### config.mk
export PLATFORM = sky130hd
export DESIGN_NAME = io_pin_drive_mode_control
export DESIGN_NICKNAME = d
export VERILOG_FILES = /design/src/io_port_pkg.sv /design/src/io_pin_drive_mode_control.sv /design/src/pin_drive_decode.sv /design/src/pin_edge_detect.sv
export SDC_FILE = /design/constraint.sdc
export NUM_CORES = 1
export LEC_CHECK = 0
export ABC_AREA = 1
export ABC_CLOCK_PERIOD_IN_PS = 1630
export BUFFER_PORTS_ARGS = -buffer_cell sky130_fd_sc_hd__buf_4
export CORE_MARGIN = 2
export CORE_UTILIZATION = 53
export DETAILED_ROUTE_END_ITERATION = 8
export HOLD_SLACK_MARGIN = 0.05
export PLACE_DENSITY = 0.93
export SLEW_MARGIN = 20
export SYNTH_ARGS = -nofsm -noshare
export SYNTH_HDL_FRONTEND = slang
export SYNTH_HIERARCHICAL = 1
export SYNTH_SLANG_ARGS = --single-unit
### constraint.sdc
create_clock -name clk_sys -period 1.63 [get_ports clk_sys]
set_clock_uncertainty 0.1 [all_clocks]
set_input_delay 0.2445 -clock clk_sys [delete_from_list [all_inputs] [get_ports clk_sys]]
set_output_delay 0.2445 -clock clk_sys [all_outputs]
set_load 0.03 [all_outputs]
### src/io_port_pkg.sv
package io_port_pkg;
	localparam int PIN_COUNT = 8;
	localparam int MODE_WIDTH = 3;
	localparam logic [2:0] MODE_HIZ_ANALOG = 3'h0;
	localparam logic [2:0] MODE_HIZ_DIGITAL = 3'h1;
	localparam logic [2:0] MODE_RES_PULL_UP = 3'h2;
	localparam logic [2:0] MODE_RES_PULL_DOWN = 3'h3;
	localparam logic [2:0] MODE_OPEN_DRAIN_LOW = 3'h4;
	localparam logic [2:0] MODE_OPEN_DRAIN_HIGH = 3'h5;
	localparam logic [2:0] MODE_STRONG = 3'h6;
	localparam logic [2:0] MODE_RES_BOTH = 3'h7;
	localparam logic [1:0] EDGE_NONE = 2'h0;
	localparam logic [1:0] EDGE_RISING = 2'h1;
	localparam logic [1:0] EDGE_FALLING = 2'h2;
	localparam logic [1:0] EDGE_BOTH = 2'h3;
	localparam logic [7:0] PORT_OUTPUT_RESET = 8'h00;
	localparam logic [7:0] STATUS_RESET = 8'h00;
endpackage

### src/io_pin_drive_mode_control.sv
`timescale 1ns/10ps
`default_nettype none
// How it works
// Each pin has own three-bit mode
// Mode 0 disables driver and input buffer
// Mode 1 input buffer only, driver off
// Modes 2,3 resistive one side, strong other
// Modes 4,5 open drain low or high
// Mode 6 strong drive both levels
// Mode 7 resistive up and down
// Resistive, open-drain modes keep input enabled
// Regulated special pins lose resistive modes
// Drive value from output reg or bypass
// Separate pin-state read from output register
// Per-pin rising, falling, both, none edges
// One interrupt request per port
// No level interrupts generated here
// Port-wide and per-pin writes share state
// Modes loaded from programmable reset state
// Data reachable by processor, DMA, fabric
// Edge event sets status bit, raises request
// Aux output enable selects digital high-Z
// Inputs synchronised before use
// Status read clears returned bits
module io_pin_drive_mode_control
	import io_port_pkg::*;
#(
	parameter int PINS = PIN_COUNT
)
(
	input wire logic clk_sys,
	input wire logic rst_n,
	input wire logic [PINS*MODE_WIDTH-1:0] resetModes,
	input wire logic portModeWe,
	input wire logic [PINS*MODE_WIDTH-1:0] portModeWdata,
	input wire logic pinModeWe,
	input wire logic [$clog2(PINS)-1:0] pinModeSel,
	input wire logic [MODE_WIDTH-1:0] pinModeWdata,
	input wire logic outWe,
	input wire logic [PINS-1:0] outWdata,
	input wire logic pinOutWe,
	input wire logic pinOutWdata,
	input wire logic [PINS-1:0] bypassSel,
	input wire logic [PINS-1:0] fabricOut,
	input wire logic [PINS-1:0] auxOutEnable,
	input wire logic [PINS-1:0] regulatedHigh,
	input wire logic [2*PINS-1:0] edgeSel,
	input wire logic [PINS-1:0] pinIn,
	input wire logic statusRead,
	output logic [PINS*MODE_WIDTH-1:0] port_drive_mode_regs,
	output logic [PINS-1:0] port_output_value_reg,
	output logic [PINS-1:0] pin_state_read_reg,
	output logic [PINS-1:0] fabricIn,
	output logic [PINS-1:0] irqStatus,
	output logic [PINS-1:0] statusReadData,
	output logic portIrq,
	output logic [PINS-1:0] strongHighEn,
	output logic [PINS-1:0] strongLowEn,
	output logic [PINS-1:0] resHighEn,
	output logic [PINS-1:0] resLowEn,
	output logic [PINS-1:0] inBufEn
);
	initial
	begin
		if (PINS < 2 || PINS > 16)
			$error("PINS must be 2..16");
	end

	typedef struct packed {
		logic [PINS*MODE_WIDTH-1:0] modes;
		logic [PINS-1:0] outVal;
		logic [PINS-1:0] pinState;
		logic [PINS-1:0] status;
		logic [PINS-1:0] readData;
		logic irq;
		logic loaded;
		logic [PINS-1:0] sHi;
		logic [PINS-1:0] sLo;
		logic [PINS-1:0] rHi;
		logic [PINS-1:0] rLo;
		logic [PINS-1:0] ibuf;
	} port_t;
	port_t st_r;
	port_t st_nxt;

	logic [PINS-1:0] syncIn;
	logic [PINS-1:0] edgeEv;
	logic [PINS-1:0] driveVal;
	logic [PINS-1:0] dSHi;
	logic [PINS-1:0] dSLo;
	logic [PINS-1:0] dRHi;
	logic [PINS-1:0] dRLo;
	logic [PINS-1:0] dIbuf;
	logic [PINS-1:0] statusAfter;

	genvar g;
	generate
		for (g = 0; g < PINS; g++)
		begin : pinGen
			// Drive value: register bit or fabric bypass
			assign driveVal[g] = bypassSel[g] ? fabricOut[g] : st_r.outVal[g];
			pin_drive_decode decodeInst (
				.pin_drive_mode_field(st_r.modes[g*MODE_WIDTH +: MODE_WIDTH]),
				.outValue(driveVal[g]),
				.outEnable(auxOutEnable[g]),
				.regulatedHigh(regulatedHigh[g]),
				.strongHighEn(dSHi[g]),
				.strongLowEn(dSLo[g]),
				.resHighEn(dRHi[g]),
				.resLowEn(dRLo[g]),
				.inBufEn(dIbuf[g])
			);
			pin_edge_detect edgeInst (
				.clk_sys(clk_sys),
				.rst_n(rst_n),
				.pinRaw(pinIn[g]),
				.edgeSel(edgeSel[2*g +: 2]),
				.pinSync(syncIn[g]),
				.edgeEvent(edgeEv[g])
			);
		end
	endgenerate

	always_comb
	begin
		st_nxt = st_r;
		// Catch the strap once after reset release
		if (!st_r.loaded)
		begin
			st_nxt.modes = resetModes;
			st_nxt.loaded = 1'b1;
		end
		else if (portModeWe)
			st_nxt.modes = portModeWdata;
		else if (pinModeWe)
			st_nxt.modes[pinModeSel*MODE_WIDTH +: MODE_WIDTH] = pinModeWdata;
		if (outWe)
			st_nxt.outVal = outWdata;
		else if (pinOutWe)
			st_nxt.outVal[pinModeSel] = pinOutWdata;
		// Disabled input buffer reads zero
		st_nxt.pinState = syncIn & dIbuf;
		// Read clears returned bits; new events win
		statusAfter = statusRead ? '0 : st_r.status;
		st_nxt.status = statusAfter | (edgeEv & dIbuf);
		st_nxt.readData = statusRead ? st_r.status : st_r.readData;
		st_nxt.irq = |st_nxt.status;
		st_nxt.sHi = dSHi;
		st_nxt.sLo = dSLo;
		st_nxt.rHi = dRHi;
		st_nxt.rLo = dRLo;
		st_nxt.ibuf = dIbuf;
	end

	always_ff @(posedge clk_sys or negedge rst_n)
	begin
		if (!rst_n)
		begin
			st_r <= '0;
			st_r.outVal <= PORT_OUTPUT_RESET;
			st_r.status <= STATUS_RESET;
		end
		else
			st_r <= st_nxt;
	end

	assign port_drive_mode_regs = st_r.modes;
	assign port_output_value_reg = st_r.outVal;
	assign pin_state_read_reg = st_r.pinState;
	assign fabricIn = st_r.pinState;
	assign irqStatus = st_r.status;
	assign statusReadData = st_r.readData;
	assign portIrq = st_r.irq;
	assign strongHighEn = st_r.sHi;
	assign strongLowEn = st_r.sLo;
	assign resHighEn = st_r.rHi;
	assign resLowEn = st_r.rLo;
	assign inBufEn = st_r.ibuf;

	irq_follows_a: assert property (@(posedge clk_sys) disable iff (!rst_n)
		portIrq == (|irqStatus)) else $error("irq not matching status");
	status_set_a: assert property (@(posedge clk_sys) disable iff (!rst_n)
		(edgeEv & dIbuf) != '0 |=> (irqStatus & $past(edgeEv & dIbuf)) == $past(edgeEv & dIbuf))
		else $error("edge event lost");
	read_clear_a: assert property (@(posedge clk_sys) disable iff (!rst_n)
		statusRead && (edgeEv & dIbuf) == '0 |=> irqStatus == '0 && statusReadData == $past(irqStatus))
		else $error("status read did not clear");
	strap_load_a: assert property (@(posedge clk_sys) disable iff (!rst_n)
		!st_r.loaded |=> port_drive_mode_regs == $past(resetModes)) else $error("strap not loaded");
	no_contention_a: assert property (@(posedge clk_sys) disable iff (!rst_n)
		(strongHighEn & strongLowEn) == '0 && (strongHighEn & resLowEn) == '0)
		else $error("driver contention");
	oe_off_hiz_a: assert property (@(posedge clk_sys) disable iff (!rst_n)
		auxOutEnable != '1 |=> ((strongHighEn | strongLowEn | resHighEn | resLowEn)
		& ~$past(auxOutEnable)) == '0) else $error("driver on while oe low");
	regulated_res_a: assert property (@(posedge clk_sys) disable iff (!rst_n)
		##1 ((resHighEn | resLowEn) & $past(regulatedHigh)) == '0)
		else $error("resistive drive in regulated mode");
	pin_state_a: assert property (@(posedge clk_sys) disable iff (!rst_n)
		##1 pin_state_read_reg == ($past(syncIn) & $past(dIbuf))) else $error("pin state wrong");
	out_write_a: assert property (@(posedge clk_sys) disable iff (!rst_n)
		outWe |=> port_output_value_reg == $past(outWdata)) else $error("output write lost");
endmodule
`default_nettype wire

### src/pin_drive_decode.sv
`timescale 1ns/10ps
`default_nettype none
module pin_drive_decode
	import io_port_pkg::*;
(
	input wire logic [2:0] pin_drive_mode_field,
	input wire logic outValue,
	input wire logic outEnable,
	input wire logic regulatedHigh,
	output logic strongHighEn,
	output logic strongLowEn,
	output logic resHighEn,
	output logic resLowEn,
	output logic inBufEn
);
	logic [2:0] effMode;
	always_comb
	begin
		// Aux output enable low forces high impedance digital
		effMode = outEnable ? pin_drive_mode_field : MODE_HIZ_DIGITAL;
		strongHighEn = 1'b0;
		strongLowEn = 1'b0;
		resHighEn = 1'b0;
		resLowEn = 1'b0;
		inBufEn = 1'b1;
		unique case (effMode)
			MODE_HIZ_ANALOG: inBufEn = 1'b0;
			MODE_HIZ_DIGITAL: inBufEn = 1'b1;
			MODE_RES_PULL_UP:
			begin
				resHighEn = outValue & ~regulatedHigh;
				strongLowEn = ~outValue;
			end
			MODE_RES_PULL_DOWN:
			begin
				strongHighEn = outValue;
				resLowEn = ~outValue & ~regulatedHigh;
			end
			MODE_OPEN_DRAIN_LOW: strongLowEn = ~outValue;
			MODE_OPEN_DRAIN_HIGH: strongHighEn = outValue;
			MODE_STRONG:
			begin
				strongHighEn = outValue;
				strongLowEn = ~outValue;
			end
			MODE_RES_BOTH:
			begin
				resHighEn = outValue & ~regulatedHigh;
				resLowEn = ~outValue & ~regulatedHigh;
			end
		endcase
	end
endmodule
`default_nettype wire

### src/pin_edge_detect.sv
`timescale 1ns/10ps
`default_nettype none
module pin_edge_detect
	import io_port_pkg::*;
(
	input wire logic clk_sys,
	input wire logic rst_n,
	input wire logic pinRaw,
	input wire logic [1:0] edgeSel,
	output logic pinSync,
	output logic edgeEvent
);
	typedef struct packed {
		logic meta;
		logic sync;
		logic prev;
		logic [2:0] warm;
	} sync_t;
	sync_t st_r;
	sync_t st_nxt;
	always_comb
	begin
		st_nxt.meta = pinRaw;
		st_nxt.sync = st_r.meta;
		st_nxt.prev = st_r.sync;
		// No events until prev holds a real pin level
		st_nxt.warm = {st_r.warm[1:0], 1'b1};
	end
	always_ff @(posedge clk_sys or negedge rst_n)
	begin
		if (!rst_n)
			st_r <= '0;
		else
			st_r <= st_nxt;
	end
	assign pinSync = st_r.sync;
	always_comb
	begin
		unique case (edgeSel)
			EDGE_NONE: edgeEvent = 1'b0;
			EDGE_RISING: edgeEvent = st_r.sync & ~st_r.prev & st_r.warm[2];
			EDGE_FALLING: edgeEvent = ~st_r.sync & st_r.prev & st_r.warm[2];
			EDGE_BOTH: edgeEvent = (st_r.sync ^ st_r.prev) & st_r.warm[2];
		endcase
	end
	sync_order_a: assert property (@(posedge clk_sys) disable iff (!rst_n)
		st_r.sync == $past(pinRaw, 2)) else $error("pin sync not two stages");
endmodule
`default_nettype wire

# Word-level counts from Yosys, hierarchy flattened
# Cells that the tools add are included.
[classes] n_addsub=1 multipliers=1 order_cmp=2 n_eq_ne=73 shifts=2 muxes=74 bitwise=99 n_reduce_logical=51
[op_table] operator="$eq 3x3->1 const B" count=32
[op_table] operator="$mux 24" count=3
[op_table] operator="$and 1x1->1" count=56
[op_table] operator="$mux 1" count=49
[op_table] operator="$eq 3x2->1 const B" count=16
[op_table] operator="$reduce_or 3->1" count=16
[op_table] operator="$neg 5->34" count=1
[op_table] operator="$shift 3x34->24 const A" count=1
[op_table] operator="$shiftx 3x34->24" count=1
[op_table] operator="$eq 2x2->1 const B" count=16
[op_table] operator="$not 1->1" count=32
[op_table] operator="$pmux 1 s4" count=8
[op_table] operator="$reduce_or 2->1" count=16
[op_table] operator="$bwmux 24" count=1
[op_table] operator="$logic_not 3->1" count=8
[op_table] operator="$mux 3" count=8
[op_table] operator="$mux 8" count=3
[op_table] operator="$and 8x8->8" count=2
[op_table] operator="$eq 2x1->1 const B" count=8
[op_table] operator="$logic_not 2->1" count=8
[op_table] operator="$bwmux 8" count=1
[op_table] operator="$or 8x8->8" count=1
[op_table] operator="$reduce_or 8->1" count=1
[op_table] operator="$xor 1x1->1" count=8
[op_table] operator="other kinds (7)" count=7
[totals] register_bits=146 inputBits=126 out_inout_bits=105 elab_cells=347

# Logic depth before layout (Yosys ltp)
# Gate-level depths: netlist of the first run.
[depth] depth_word=7 ltp_mapped=11 depth_no_buf=10

# By module
# Netlist of the first run, hierarchy kept.
[by_module_without_submodules] module="io_pin_drive_mode_control" n_inst=1 cells_per_inst=596 area_per_inst_um2=5027.3 seq_area_each_um2=2452.4
[by_module_without_submodules] module="pin_edge_detect" n_inst=8 cells_per_inst=18 area_per_inst_um2=216.5 seq_area_each_um2=150.1
[by_module_without_submodules] module="pin_drive_decode" n_inst=8 cells_per_inst=20 area_per_inst_um2=113.9 seq_area_each_um2=0.0

# Least setup slack after synthesis of the first run
# No wires, ideal clock.
[synth_path] kind="input port to flip-flop" startpoint="input port pinModeSel[0]" endpoint="register st_r, in the netlist port_drive_mode_regs[12]" setup_ps=65 t_arrival_ps=1414 t_required_ps=1465 setup_slack_ps=51 cell_stages=10 n_path_buf=1 cell_sequence="buf_6 > inv_1 > ha_1 > inv_1 > nand2_1 > nor2_1 > nand3_1 > nand2_1 > nand3_1 > nand2_1"
[synth_via] elab_chain_cells=7 elab_cells_between_ends=8 classes_between="add/sub: 1; mul: 1; shift: 2; mux: 4"
[synth_lines] element="start, declared" line_no="io_pin_drive_mode_control.sv:37" source="input wire logic [$clog2(PINS)-1:0] pinModeSel,"
[synth_lines] element="$mul 3x2->5 *" line_no="io_pin_drive_mode_control.sv:136" source="st_nxt.modes[pinModeSel*MODE_WIDTH +: MODE_WIDTH] = pinModeWdata;"
[synth_lines] element="$neg 5->34 *" line_no="io_pin_drive_mode_control.sv:136"
[synth_lines] element="$shiftx 3x34->24 or $shift 3x34->24 (tied branches)" line_no="io_pin_drive_mode_control.sv:136"
[synth_lines] element="$bwmux 24 *" line_no="io_pin_drive_mode_control.sv:136"
[synth_lines] element="$mux 24 *" line_no="io_pin_drive_mode_control.sv:135" source="else if (pinModeWe)"
[synth_lines] element="$mux 24 *" line_no="io_pin_drive_mode_control.sv:133" source="else if (portModeWe)"
[synth_lines] element="$mux 24 *" line_no="io_pin_drive_mode_control.sv:128" source="if (!st_r.loaded)"
[synth_lines] element="end signal, assigned" line_no="io_pin_drive_mode_control.sv:164" source="st_r <= st_nxt;"
[synth_lines] element="end, declared" line_no="io_pin_drive_mode_control.sv:83" source="port_t st_r;"
# Mark *: on every way between the ends. The rest lies on a longest branch, timed or not. The select of a mux whose other input is x is not followed.
# A chain may end at the register's enable or synchronous reset.

==> results of run 1 <==
-- per-layer routing --
layer	global-route usage	wire (um)	vias to the layer above
met1	0.326	8390	3337
met3	0.0730	1800	91
met2	0.520	11700	422
met4	0.159	1120	0
met5	0	0	-
li1	-	-	3243
-- cells in the mapped netlist --
cell      number  share of area
dfrtp_1      146           0.48
conb_1         9         0.0044
clkinv_2       8         0.0052
a21boi_0       3         0.0029
a21oi_1       33          0.022
nand2_2       17          0.014
nand4_1       19          0.015
nor2_2         1        0.00082
a22oi_1        9         0.0088
nand3_1       92          0.060
or2_2         18          0.015
buf_2          4         0.0026
mux2_2         4         0.0059
buf_6          1         0.0015
o31ai_1        4         0.0039
ha_1          20          0.033
inv_2          2        0.00098
nand2_1      174          0.085
o21ai_1        1        0.00065
nand3_2       16          0.021
nor2_1        65          0.032
a21oi_2       16          0.018
o21ai_0       10         0.0065
buf_4        105           0.10
nor3_1        11         0.0072
a31oi_1        1        0.00082
clkbuf_1       9         0.0044
inv_1        102          0.050
-- worst min path at each step --
stage | from | endpoint | slack (ns) | depth (start not counted)
after floorplan | rst_n | fabricIn[0] | -0.15 | 0
after global placement | rst_n | resHighEn[1] | 0.07 | 1
after detailed placement | rst_n | port_drive_mode_regs[11] | 0.08 | 1
after CTS | portModeWdata[3] | port_drive_mode_regs[3] | 0.05 | 5
after global routing | portModeWdata[21] | port_drive_mode_regs[21] | 0.06 | 5
final | portModeWdata[3] | port_drive_mode_regs[3] | 0.06 | 5
-- stage by stage --
| step | hold WS (ns) | TNS (ns) |
|---|---|---|
| 2_1_floorplan | -0.151 | 0 |
| 3_3_place_gp | 0.0687 | -0.0414 |
| 3_5_place_dp | 0.0758 | -0.135 |
| 4_1_cts | 0.0501 | -0.0219 |
| 5_1_grt | 0.0646 | -0.163 |
| 6_report | 0.0600 | -0.114 |
-- worst max-delay path: cells and delay by family (launching register included) --
kind            cells  cell delay [ns]
compound gates      1             0.40
buf+inv             1             0.12
flops               1             0.41
simple gates        4             0.60
-- timing repair --
action                     CTS  global route
hold endpoints to repair   214             1
setup endpoints to repair    1             5
hold buffers                61             1
buffers inserted             8             8
pin swaps                    6             9
resized for setup            5            11
-- layout by cell type, fill, tap and decap left out, types with 18 or more instances in the layout --
| cell | count |
|---|---|
| a21oi_1 | 33 |
| buf_4 | 278 |
| dfrtp_1 | 144 |
| dlygate4sd3_1 | 61 |
| ha_1 | 20 |
| inv_1 | 101 |
| nand2_1 | 174 |
| nand3_1 | 88 |
| nand3_2 | 20 |
| nand4_1 | 19 |
| nor2_1 | 64 |
| or2_2 | 18 |
-- power breakdown --
group	internal (mW)	switching (mW)	total, mW
Combinational	1.00	1.47	2.47
Clock	2.75	1.59	4.34
Sequential	3.89	0.185	4.08
Total	7.64	3.25	10.9
-- cells by family after synthesis --
kind of cell,Yosys count,share of synthesized area
mux,4,0.00587
fa+ha+maj,20,0.0326
simple gates,413,0.250
other cells,9,0.00440
compound gates,77,0.0635
buf+inv,231,0.167
flops,146,0.476
-- layout make-up --
type | instances | area [um2]
clock buffer | 18 | 429
clock inverter | 14 | 228
fill | 905 | 3440
inverter | 112 | 434
multi-input combinational | 523 | 2790
sequential | 146 | 3660
tap | 180 | 225
timing repair buffer | 344 | 2790
==> impl_metrics.json, run 1 <==
{
  "finalCoreUtilization": 0.754,
  "peakVddDrop_mv": 0.702,
  "slew_violations": 0,
  "status": "finished with violations",
  "synthesis.area_mm2": 0.00767,
  "drtIter0Drc": 836,
  "cp-end-kind": "register",
  "required_ns": 1.83,
  "fin_cells": 1337,
  "crit_path_start": "port_drive_mode_regs[0]",
  "setup_ws_ns": -0.114,
  "p_total_mw": 10.9,
  "placed_cell_area_mm2": 0.00909,
  "clock_latency_ns": 0.42,
  "grt_pass1_wl_um": 35900,
  "stdcell_area_mm2": 0.0106,
  "ioPinCount": 231,
  "rrSetupSlack_ns": -0.11,
  "setup_violations": 1,
  "area_delta_synth_final_pct": 37.6,
  "r2r-end": "portIrq",
  "critical_path_arrival_ns": 1.94,
  "max_stage_delay_ns": 0.41,
  "synth_cells": 900,
  "overflow": 0,
  "worstPathCellList": "inv_1 -> nand4_1 -> a22oi_2 -> nand2_1 -> nor2_1 -> nand3_1",
  "wl_um": 23100,
  "pre_cts_ws_ns": -0.125,
  "cp-endpoint": "portIrq",
  "cp-start-kind": "register",
  "die_w_um": 124,
  "htreeDepth": 4,
  "ant_nets": 0,
  "first_pass_iters": 7,
  "max_cap_violations": 0,
  "num-nets-final": 1290,
  "p_leak_nw": 5.56,
  "num_rows": 43,
  "yosys_warnings": 6,
  "ys_seq_elements": 146,
  "vias": 7093,
  "grt_max_degree": 43,
  "syn_area_per_cell_um2": 8.52,
  "root_buffer": "clkbuf_16",
  "io_buffers": 230,
  "power_density_mw_per_mm2": 1030,
  "worst_pin_slew_ns": 0.656,
  "slowest_stage": "dfrtp_2",
  "via_per_inst": 5.31,
  "syn_nets": 1046,
  "yosysUniqueCellTypes": 28,
  "clk_pin_slew_ns": 0.06,
  "rsz0062_at_grt": "yes",
  "drive_gt1_frac": 0.355,
  "dp.final_hpwl_um": 15600,
  "drcViolationCount": 0,
  "die_area_mm2": 0.0154,
  "diodes": 0,
  "grt_usage": 0.295,
  "gp_congestion": 0.973,
  "hold_viol": 0,
  "regToRegStartpoint": "port_drive_mode_regs[0]",
  "reg2reg_depth": 6,
  "failed_checks": "setup timing",
  "max-slew-margin-rel": 0.561,
  "core_mm2": 0.0140,
  "crit_fanout": 3,
  "wl_per_cell_um": 17.2,
  "fmax_ghz": 0.573,
  "period_share": 1.07,
  "antenna_found_initial": 0,
  "synth-seq-area-share": 0.476,
  "cts_tree": "done",
  "cts_sinks": 146,
  "min_path_type": "input pin to register",
  "layout_min_cycle_time_ns": 1.74,
  "placed_cells": 1228,
  "path_class": "register to register",
  "fp.dieH_um": 124,
  "start_util": 0.548,
  "cts_made_buffers": 17,
  "clockBufferDepth": 2,
  "grt_pass1_vias": 7256
}
No activity file was read; power rests on OpenSTA's default activity.
==> run 2, diff against run 1 <==
Settings changed: CELL_PAD_IN_SITES_DETAIL_PLACEMENT set to 1, CELL_PAD_IN_SITES_GLOBAL_PLACEMENT set to 1, CORE_ASPECT_RATIO set to 1.25, CORE_UTILIZATION 53 to 38, PLACE_DENSITY 0.93 to 0.92.
==> run 2 against run 1 <==
  * The flow still finishes with violations (setup timing)
  * Sequential share of layout area rose by 0.42 points
  * Register-to-register slack got worse by 0.05 ns
  * Fmax shrank 2.5%
  * Count of clock-buffer cells in the layout is the same
  * Non-clock buffer count is 16 lower
  * Total power is 6.0% lower
  * Flip-flop and latch count is the same
  * Worst setup slack got worse by 0.045 ns
  * Die area increased by 38%
  * Sequential power barely moved
  * Clock power fell by 15%
  * Largest power group is now registers
==> impl_metrics.json, run 2 (same netlist as run 1, synthesis figures left out) <==
{
  "fp.dieH_um": 163,
  "fmax_ghz": 0.559,
  "vias": 6764,
  "start_util": 0.384,
  "grt_pass1_wl_um": 37700,
  "min_path_type": "input pin to register",
  "gp_congestion": 0.890,
  "wl_um": 24800,
  "crit_fanout": 3,
  "num_rows": 58,
  "grt_usage": 0.234,
  "final_cell_mix": "buf_4 (280), nand2_1 (172), dfrtp_1 (146), inv_1 (100), nand3_1 (89)",
  "cp-start-kind": "register",
  "dp.final_hpwl_um": 18400,
  "cts_sinks": 146,
  "area_delta_synth_final_pct": 35.8,
  "multiInputGateArea_mm2": 0.00282,
  "clk_pin_slew_ns": 0.06,
  "seqPwrFrac": 0.398,
  "power_frac_comb": 0.241,
  "critical_path_arrival_ns": 1.99,
  "nFillCells": 2391,
  "wl_per_cell_um": 17.6,
  "switching_share": 0.325,
  "cts_made_buffers": 17,
  "net-switching-power_mw": 3.33,
  "ioPinCount": 231,
  "die_w_um": 131,
  "power_density_mw_per_mm2": 983,
  "grt_max_degree": 61,
  "status": "finished with violations",
  "drive_gt1_frac": 0.365,
  "io_buffers": 230,
  "die_area_mm2": 0.0213,
  "layout_min_cycle_time_ns": 1.79,
  "cp-end-kind": "register",
  "first_pass_iters": 4,
  "overflow": 0,
  "drcViolationCount": 0,
  "cts_tree": "done",
  "p_clk_frac": 0.361,
  "core_mm2": 0.0200,
  "antenna_found_initial": 1,
  "finalCoreUtilization": 0.522,
  "layout_commonest_cell": "buf_4",
  "setup_ws_ns": -0.159,
  "grt_pass1_vias": 7455,
  "htreeDepth": 4,
  "p_total_mw": 10.2,
  "fin_cells": 1412,
  "slew_violations": 0,
  "drtIter0Drc": 220,
  "num-nets-final": 1274,
  "rsz0062_at_grt": "yes",
  "via_per_inst": 4.79,
  "period_share": 1.10,
  "hold_viol": 0,
  "seq_area_mm2": 0.00365,
  "clockBufferDepth": 2,
  "p_leak_nw": 5.44,
  "placed_cells": 1330,
  "path_class": "register to register",
  "p_int_mw": 6.91,
  "peakVddDrop_mv": 0.676,
  "failed_checks": "setup timing",
  "max_cap_violations": 0,
  "hold_ws_ns": 0.0618,
  "root_buffer": "clkbuf_16",
  "setup_violations": 2,
  "required_ns": 1.83,
  "ant_nets": 0,
  "clock_latency_ns": 0.42
}
-- run 2: power groups by stage --
stage | clock network (mW) | logic [mW] | registers, mW
2_1_floorplan | 0 | 1.46 | 4.10
3_5_place_dp | 0 | 2.29 | 4.14
3_3_place_gp | 0 | 2.21 | 4.12
4_1_cts | 3.80 | 2.43 | 4.07
6_report | 3.70 | 2.47 | 4.07
5_1_grt | 3.94 | 2.65 | 4.10
-- run 2: stage by stage --
stage	instance area, um2	setup TNS [ns]	setup slack (ns)
after floorplan	7670	0	0.0509
after global placement	9290	-0.167	-0.167
after detailed placement	9290	-0.391	-0.212
after CTS	10400	-0.227	-0.124
after global routing	10400	-0.253	-0.212
final	10400	-0.184	-0.159
-- run 2: what timing repair did --
action                     4_1_cts  5_1_grt
setup endpoints to repair        2        7
pin swaps                        4       11
cloned                           0        0
setup buffers                    5        1
hold endpoints to repair       198        0
resized for setup                4       18
hold buffers                    46        0
-- run 2: layout make-up --
class                           count  area share
Antenna cell                        1    0.000240
Multi-Input combinational cell    523       0.271
Timing Repair Buffer              328       0.251
Tap cell                          270      0.0324
Clock inverter                     14      0.0115
Inverter                          112      0.0413
Clock buffer                       18      0.0422
Sequential cell                   146       0.351
-- run 2: path summary, 6_finish.rpt --
check                                              from                      endpoint  depth (start not counted)  slack [ns]
setup / recovery             pinGen[2].edgeInst/pinSync                       portIrq                         10       -0.16
hold / removal                              outWdata[6]      port_output_value_reg[6]                          4        0.06
setup reg to reg             pinGen[2].edgeInst/pinSync                       portIrq                         10       -0.16
hold reg to reg            pinGen[3].edgeInst/st_nxt[1]  pinGen[3].edgeInst/st_nxt[2]                          0        0.24
max in group asynchronous                         rst_n                  irqStatus[0]                          3        0.70
min in group asynchronous                         rst_n               strongHighEn[6]                          2        0.15
-- run 2: routing by layer --
layer | global-route usage | vias up | routed length (um)
met2 | 0.422 | 216 | 13300
met5 | 0 | - | 0
met3 | 0.0542 | 72 | 1200
li1 | - | 3199 | -
met4 | 0.123 | 0 | 1200
met1 | 0.249 | 3277 | 9190
-- run 2: worst max-delay path, cell delays in order (launching register included) --
cell     delay [ns]
dfrtp_1        0.42
inv_1          0.07
ha_2           0.17
inv_1          0.09
nand2_2        0.08
nand3_2        0.08
nor2_2         0.05
a22oi_2        0.31
nand2_1        0.14
nor2_4         0.10
nand3_2        0.07
==> run 3, diff against run 2 <==
Settings changed: REMOVE_ABC_BUFFERS set to 1.
==> run 3 against run 2 <==
  * Design area grew 1.0%
  * The run still ends with setup timing left
  * Largest power group unchanged
  * Worst hold slack lost 0.017 ns
  * Flip-flop and latch count is the same
  * Largest cell class unchanged
  * Global-route usage grew 1.6 points
  * Total power grew 2.8%
  * Wire length grew 3.6%
  * Critical path type unchanged
  * Non-clock buffer count grew 7
  * First-iteration DRC count grew 4.5%
  * Core utilization grew 0.55 points
  * Worst setup slack gained 0.098 ns
  * Sequential share of layout area shrank 0.35 points
==> impl_metrics.json, run 3 (same netlist as run 1, synthesis figures left out) <==
{
  "crit_path_start": "pinGen[1].edgeInst/st_r[3]",
  "finalCoreUtilization": 0.527,
  "clockBufferDepth": 2,
  "worstPathCellList": "inv_2 -> ha_4 -> nand3_2 -> nand3_2 -> nor2_2 -> a22oi_1 -> buf_4 -> nand2_2 -> nor2_2 -> nand3_1",
  "p_clk_frac": 0.377,
  "grt_pass1_wl_um": 40300,
  "cp_top_family": "simple AND/OR/NAND/NOR gates",
  "critical_path_arrival_ns": 1.90,
  "p_leak_nw": 5.50,
  "hold_viol": 0,
  "setup_ws_ns": -0.0611,
  "diodes": 0,
  "root_buffer": "clkbuf_16",
  "drive_gt1_frac": 0.367,
  "r2r-end": "portIrq",
  "io_buffers": 230,
  "gp_congestion": 0.865,
  "status": "finished with violations",
  "max-slew-margin-rel": 0.529,
  "dp.final_hpwl_um": 19200,
  "min_path_type": "input pin to register",
  "via_per_inst": 4.86,
  "required_ns": 1.84,
  "layout_commonest_cell": "buf_4",
  "wl_per_cell_um": 18.2,
  "switching_share": 0.325,
  "vias": 6886,
  "cp-start-kind": "register",
  "die_area_mm2": 0.0213,
  "clk_pin_slew_ns": 0.07,
  "path_class": "register to register",
  "first_pass_iters": 4,
  "final_cell_mix": "buf_4 (282), nand2_1 (172), dfrtp_1 (145), inv_1 (98), nand3_1 (88)",
  "num_rows": 58,
  "max_stage_delay_ns": 0.40,
  "failed_checks": "setup timing",
  "crit_fanout": 2,
  "die_w_um": 131,
  "core_mm2": 0.0200,
  "peakVddDrop_mv": 0.640,
  "path_depth": 10,
  "ioPinCount": 231,
  "num-nets-final": 1281,
  "rrSetupSlack_ns": -0.06,
  "cts_made_buffers": 17,
  "cp-end-kind": "register",
  "power_frac_comb": 0.236,
  "wl_um": 25700,
  "period_share": 1.04,
  "ant_nets": 0,
  "start_util": 0.384,
  "tns_ns": -0.0611,
  "layout_min_cycle_time_ns": 1.69,
  "drtIter0Drc": 230,
  "reg2reg_depth": 10,
  "htreeDepth": 4,
  "setup_violations": 1,
  "slew_violations": 0,
  "power_density_mw_per_mm2": 999,
  "fmax_ghz": 0.591,
  "cts_tree": "done",
  "antenna_found_initial": 0,
  "slowest_stage": "dfrtp_1",
  "regToRegStartpoint": "pinGen[1].edgeInst/st_r[3]",
  "worst_pin_slew_ns": 0.704,
  "p_int_mw": 7.10,
  "rsz0062_at_grt": "yes",
  "fp.dieH_um": 163,
  "overflow": 0,
  "cp_num_buf_inv": 2,
  "max_cap_violations": 0,
  "drcViolationCount": 0,
  "grt_usage": 0.250,
  "grt_max_degree": 39,
  "grt_pass1_vias": 7759,
  "net-switching-power_mw": 3.41,
  "cts_sinks": 146,
  "clock_latency_ns": 0.42,
  "area_delta_synth_final_pct": 37.2,
  "cp-endpoint": "portIrq",
  "seqPwrFrac": 0.387
}
## run 3: timing repair
item | 4_1_cts | 5_1_grt
hold endpoints to repair | 200 | 0
setup endpoints to repair | 1 | 9
pin swaps | 12 | 3
resized for setup | 15 | 10
buffers inserted | 3 | 3
hold buffers | 53 | 0
## run 3: per-stage QoR
stage | instance area, um2 | setup WS [ns] | hold WS (ns) | std cells | power (mW)
floorplan | 6820 | -0.262 | -0.151 | 781 | 5.22
global placement | 9300 | -0.112 | 0.0953 | 1331 | 6.33
detailed placement | 9300 | -0.155 | 0.0986 | 1331 | 6.44
CTS | 10500 | -0.0447 | 0.0502 | 1419 | 10.6
global route | 10500 | -0.134 | 0.0539 | 1418 | 11.0
finish | 10500 | -0.0611 | 0.0450 | 1418 | 10.5
## run 3: cell type report
type                       instances  area (um2)
sequential                       146        3650
multi-input combinational        523        2820
timing repair buffer             335        2680
inverter                         112         430
clock buffer                      18         439
clock inverter                    14         161
fill                            2325        9430
tap                              270         338
## run 3: layer usage
layer / track usage / vias up / part of all wire
met1: 0.263 / 3355 / 0.37
met2: 0.464 / 237 / 0.54
li1: - / 3226 / -
met3: 0.0496 / 68 / 0.044
met5: 0 / - / 0
met4: 0.123 / 0 / 0.047
## run 3: how the worst min path moves through the flow
stage	from	to	slack [ns]	cells after the start
global placement	rst_n	resHighEn[0]	0.1	1
CTS	auxOutEnable[6]	strongHighEn[6]	0.05	4
floorplan	rst_n	fabricIn[0]	-0.15	0
finish	bypassSel[0]	strongLowEn[0]	0.04	3
global route	bypassSel[0]	strongLowEn[0]	0.05	3
detailed placement	rst_n	port_drive_mode_regs[2]	0.1	1
## run 3: power groups by stage
stage	logic (mW)	clock network (mW)	registers [mW]
floorplan	0.645	0	4.57
global placement	2.21	0	4.11
detailed placement	2.31	0	4.14
CTS	2.46	4.05	4.07
global route	2.68	4.20	4.10
finish	2.48	3.96	4.07
## run 3: worst min-delay path, stage by stage
cell and delay (ns):
buf_4 0.08, mux2_4 0.17, nor2_1 0.04
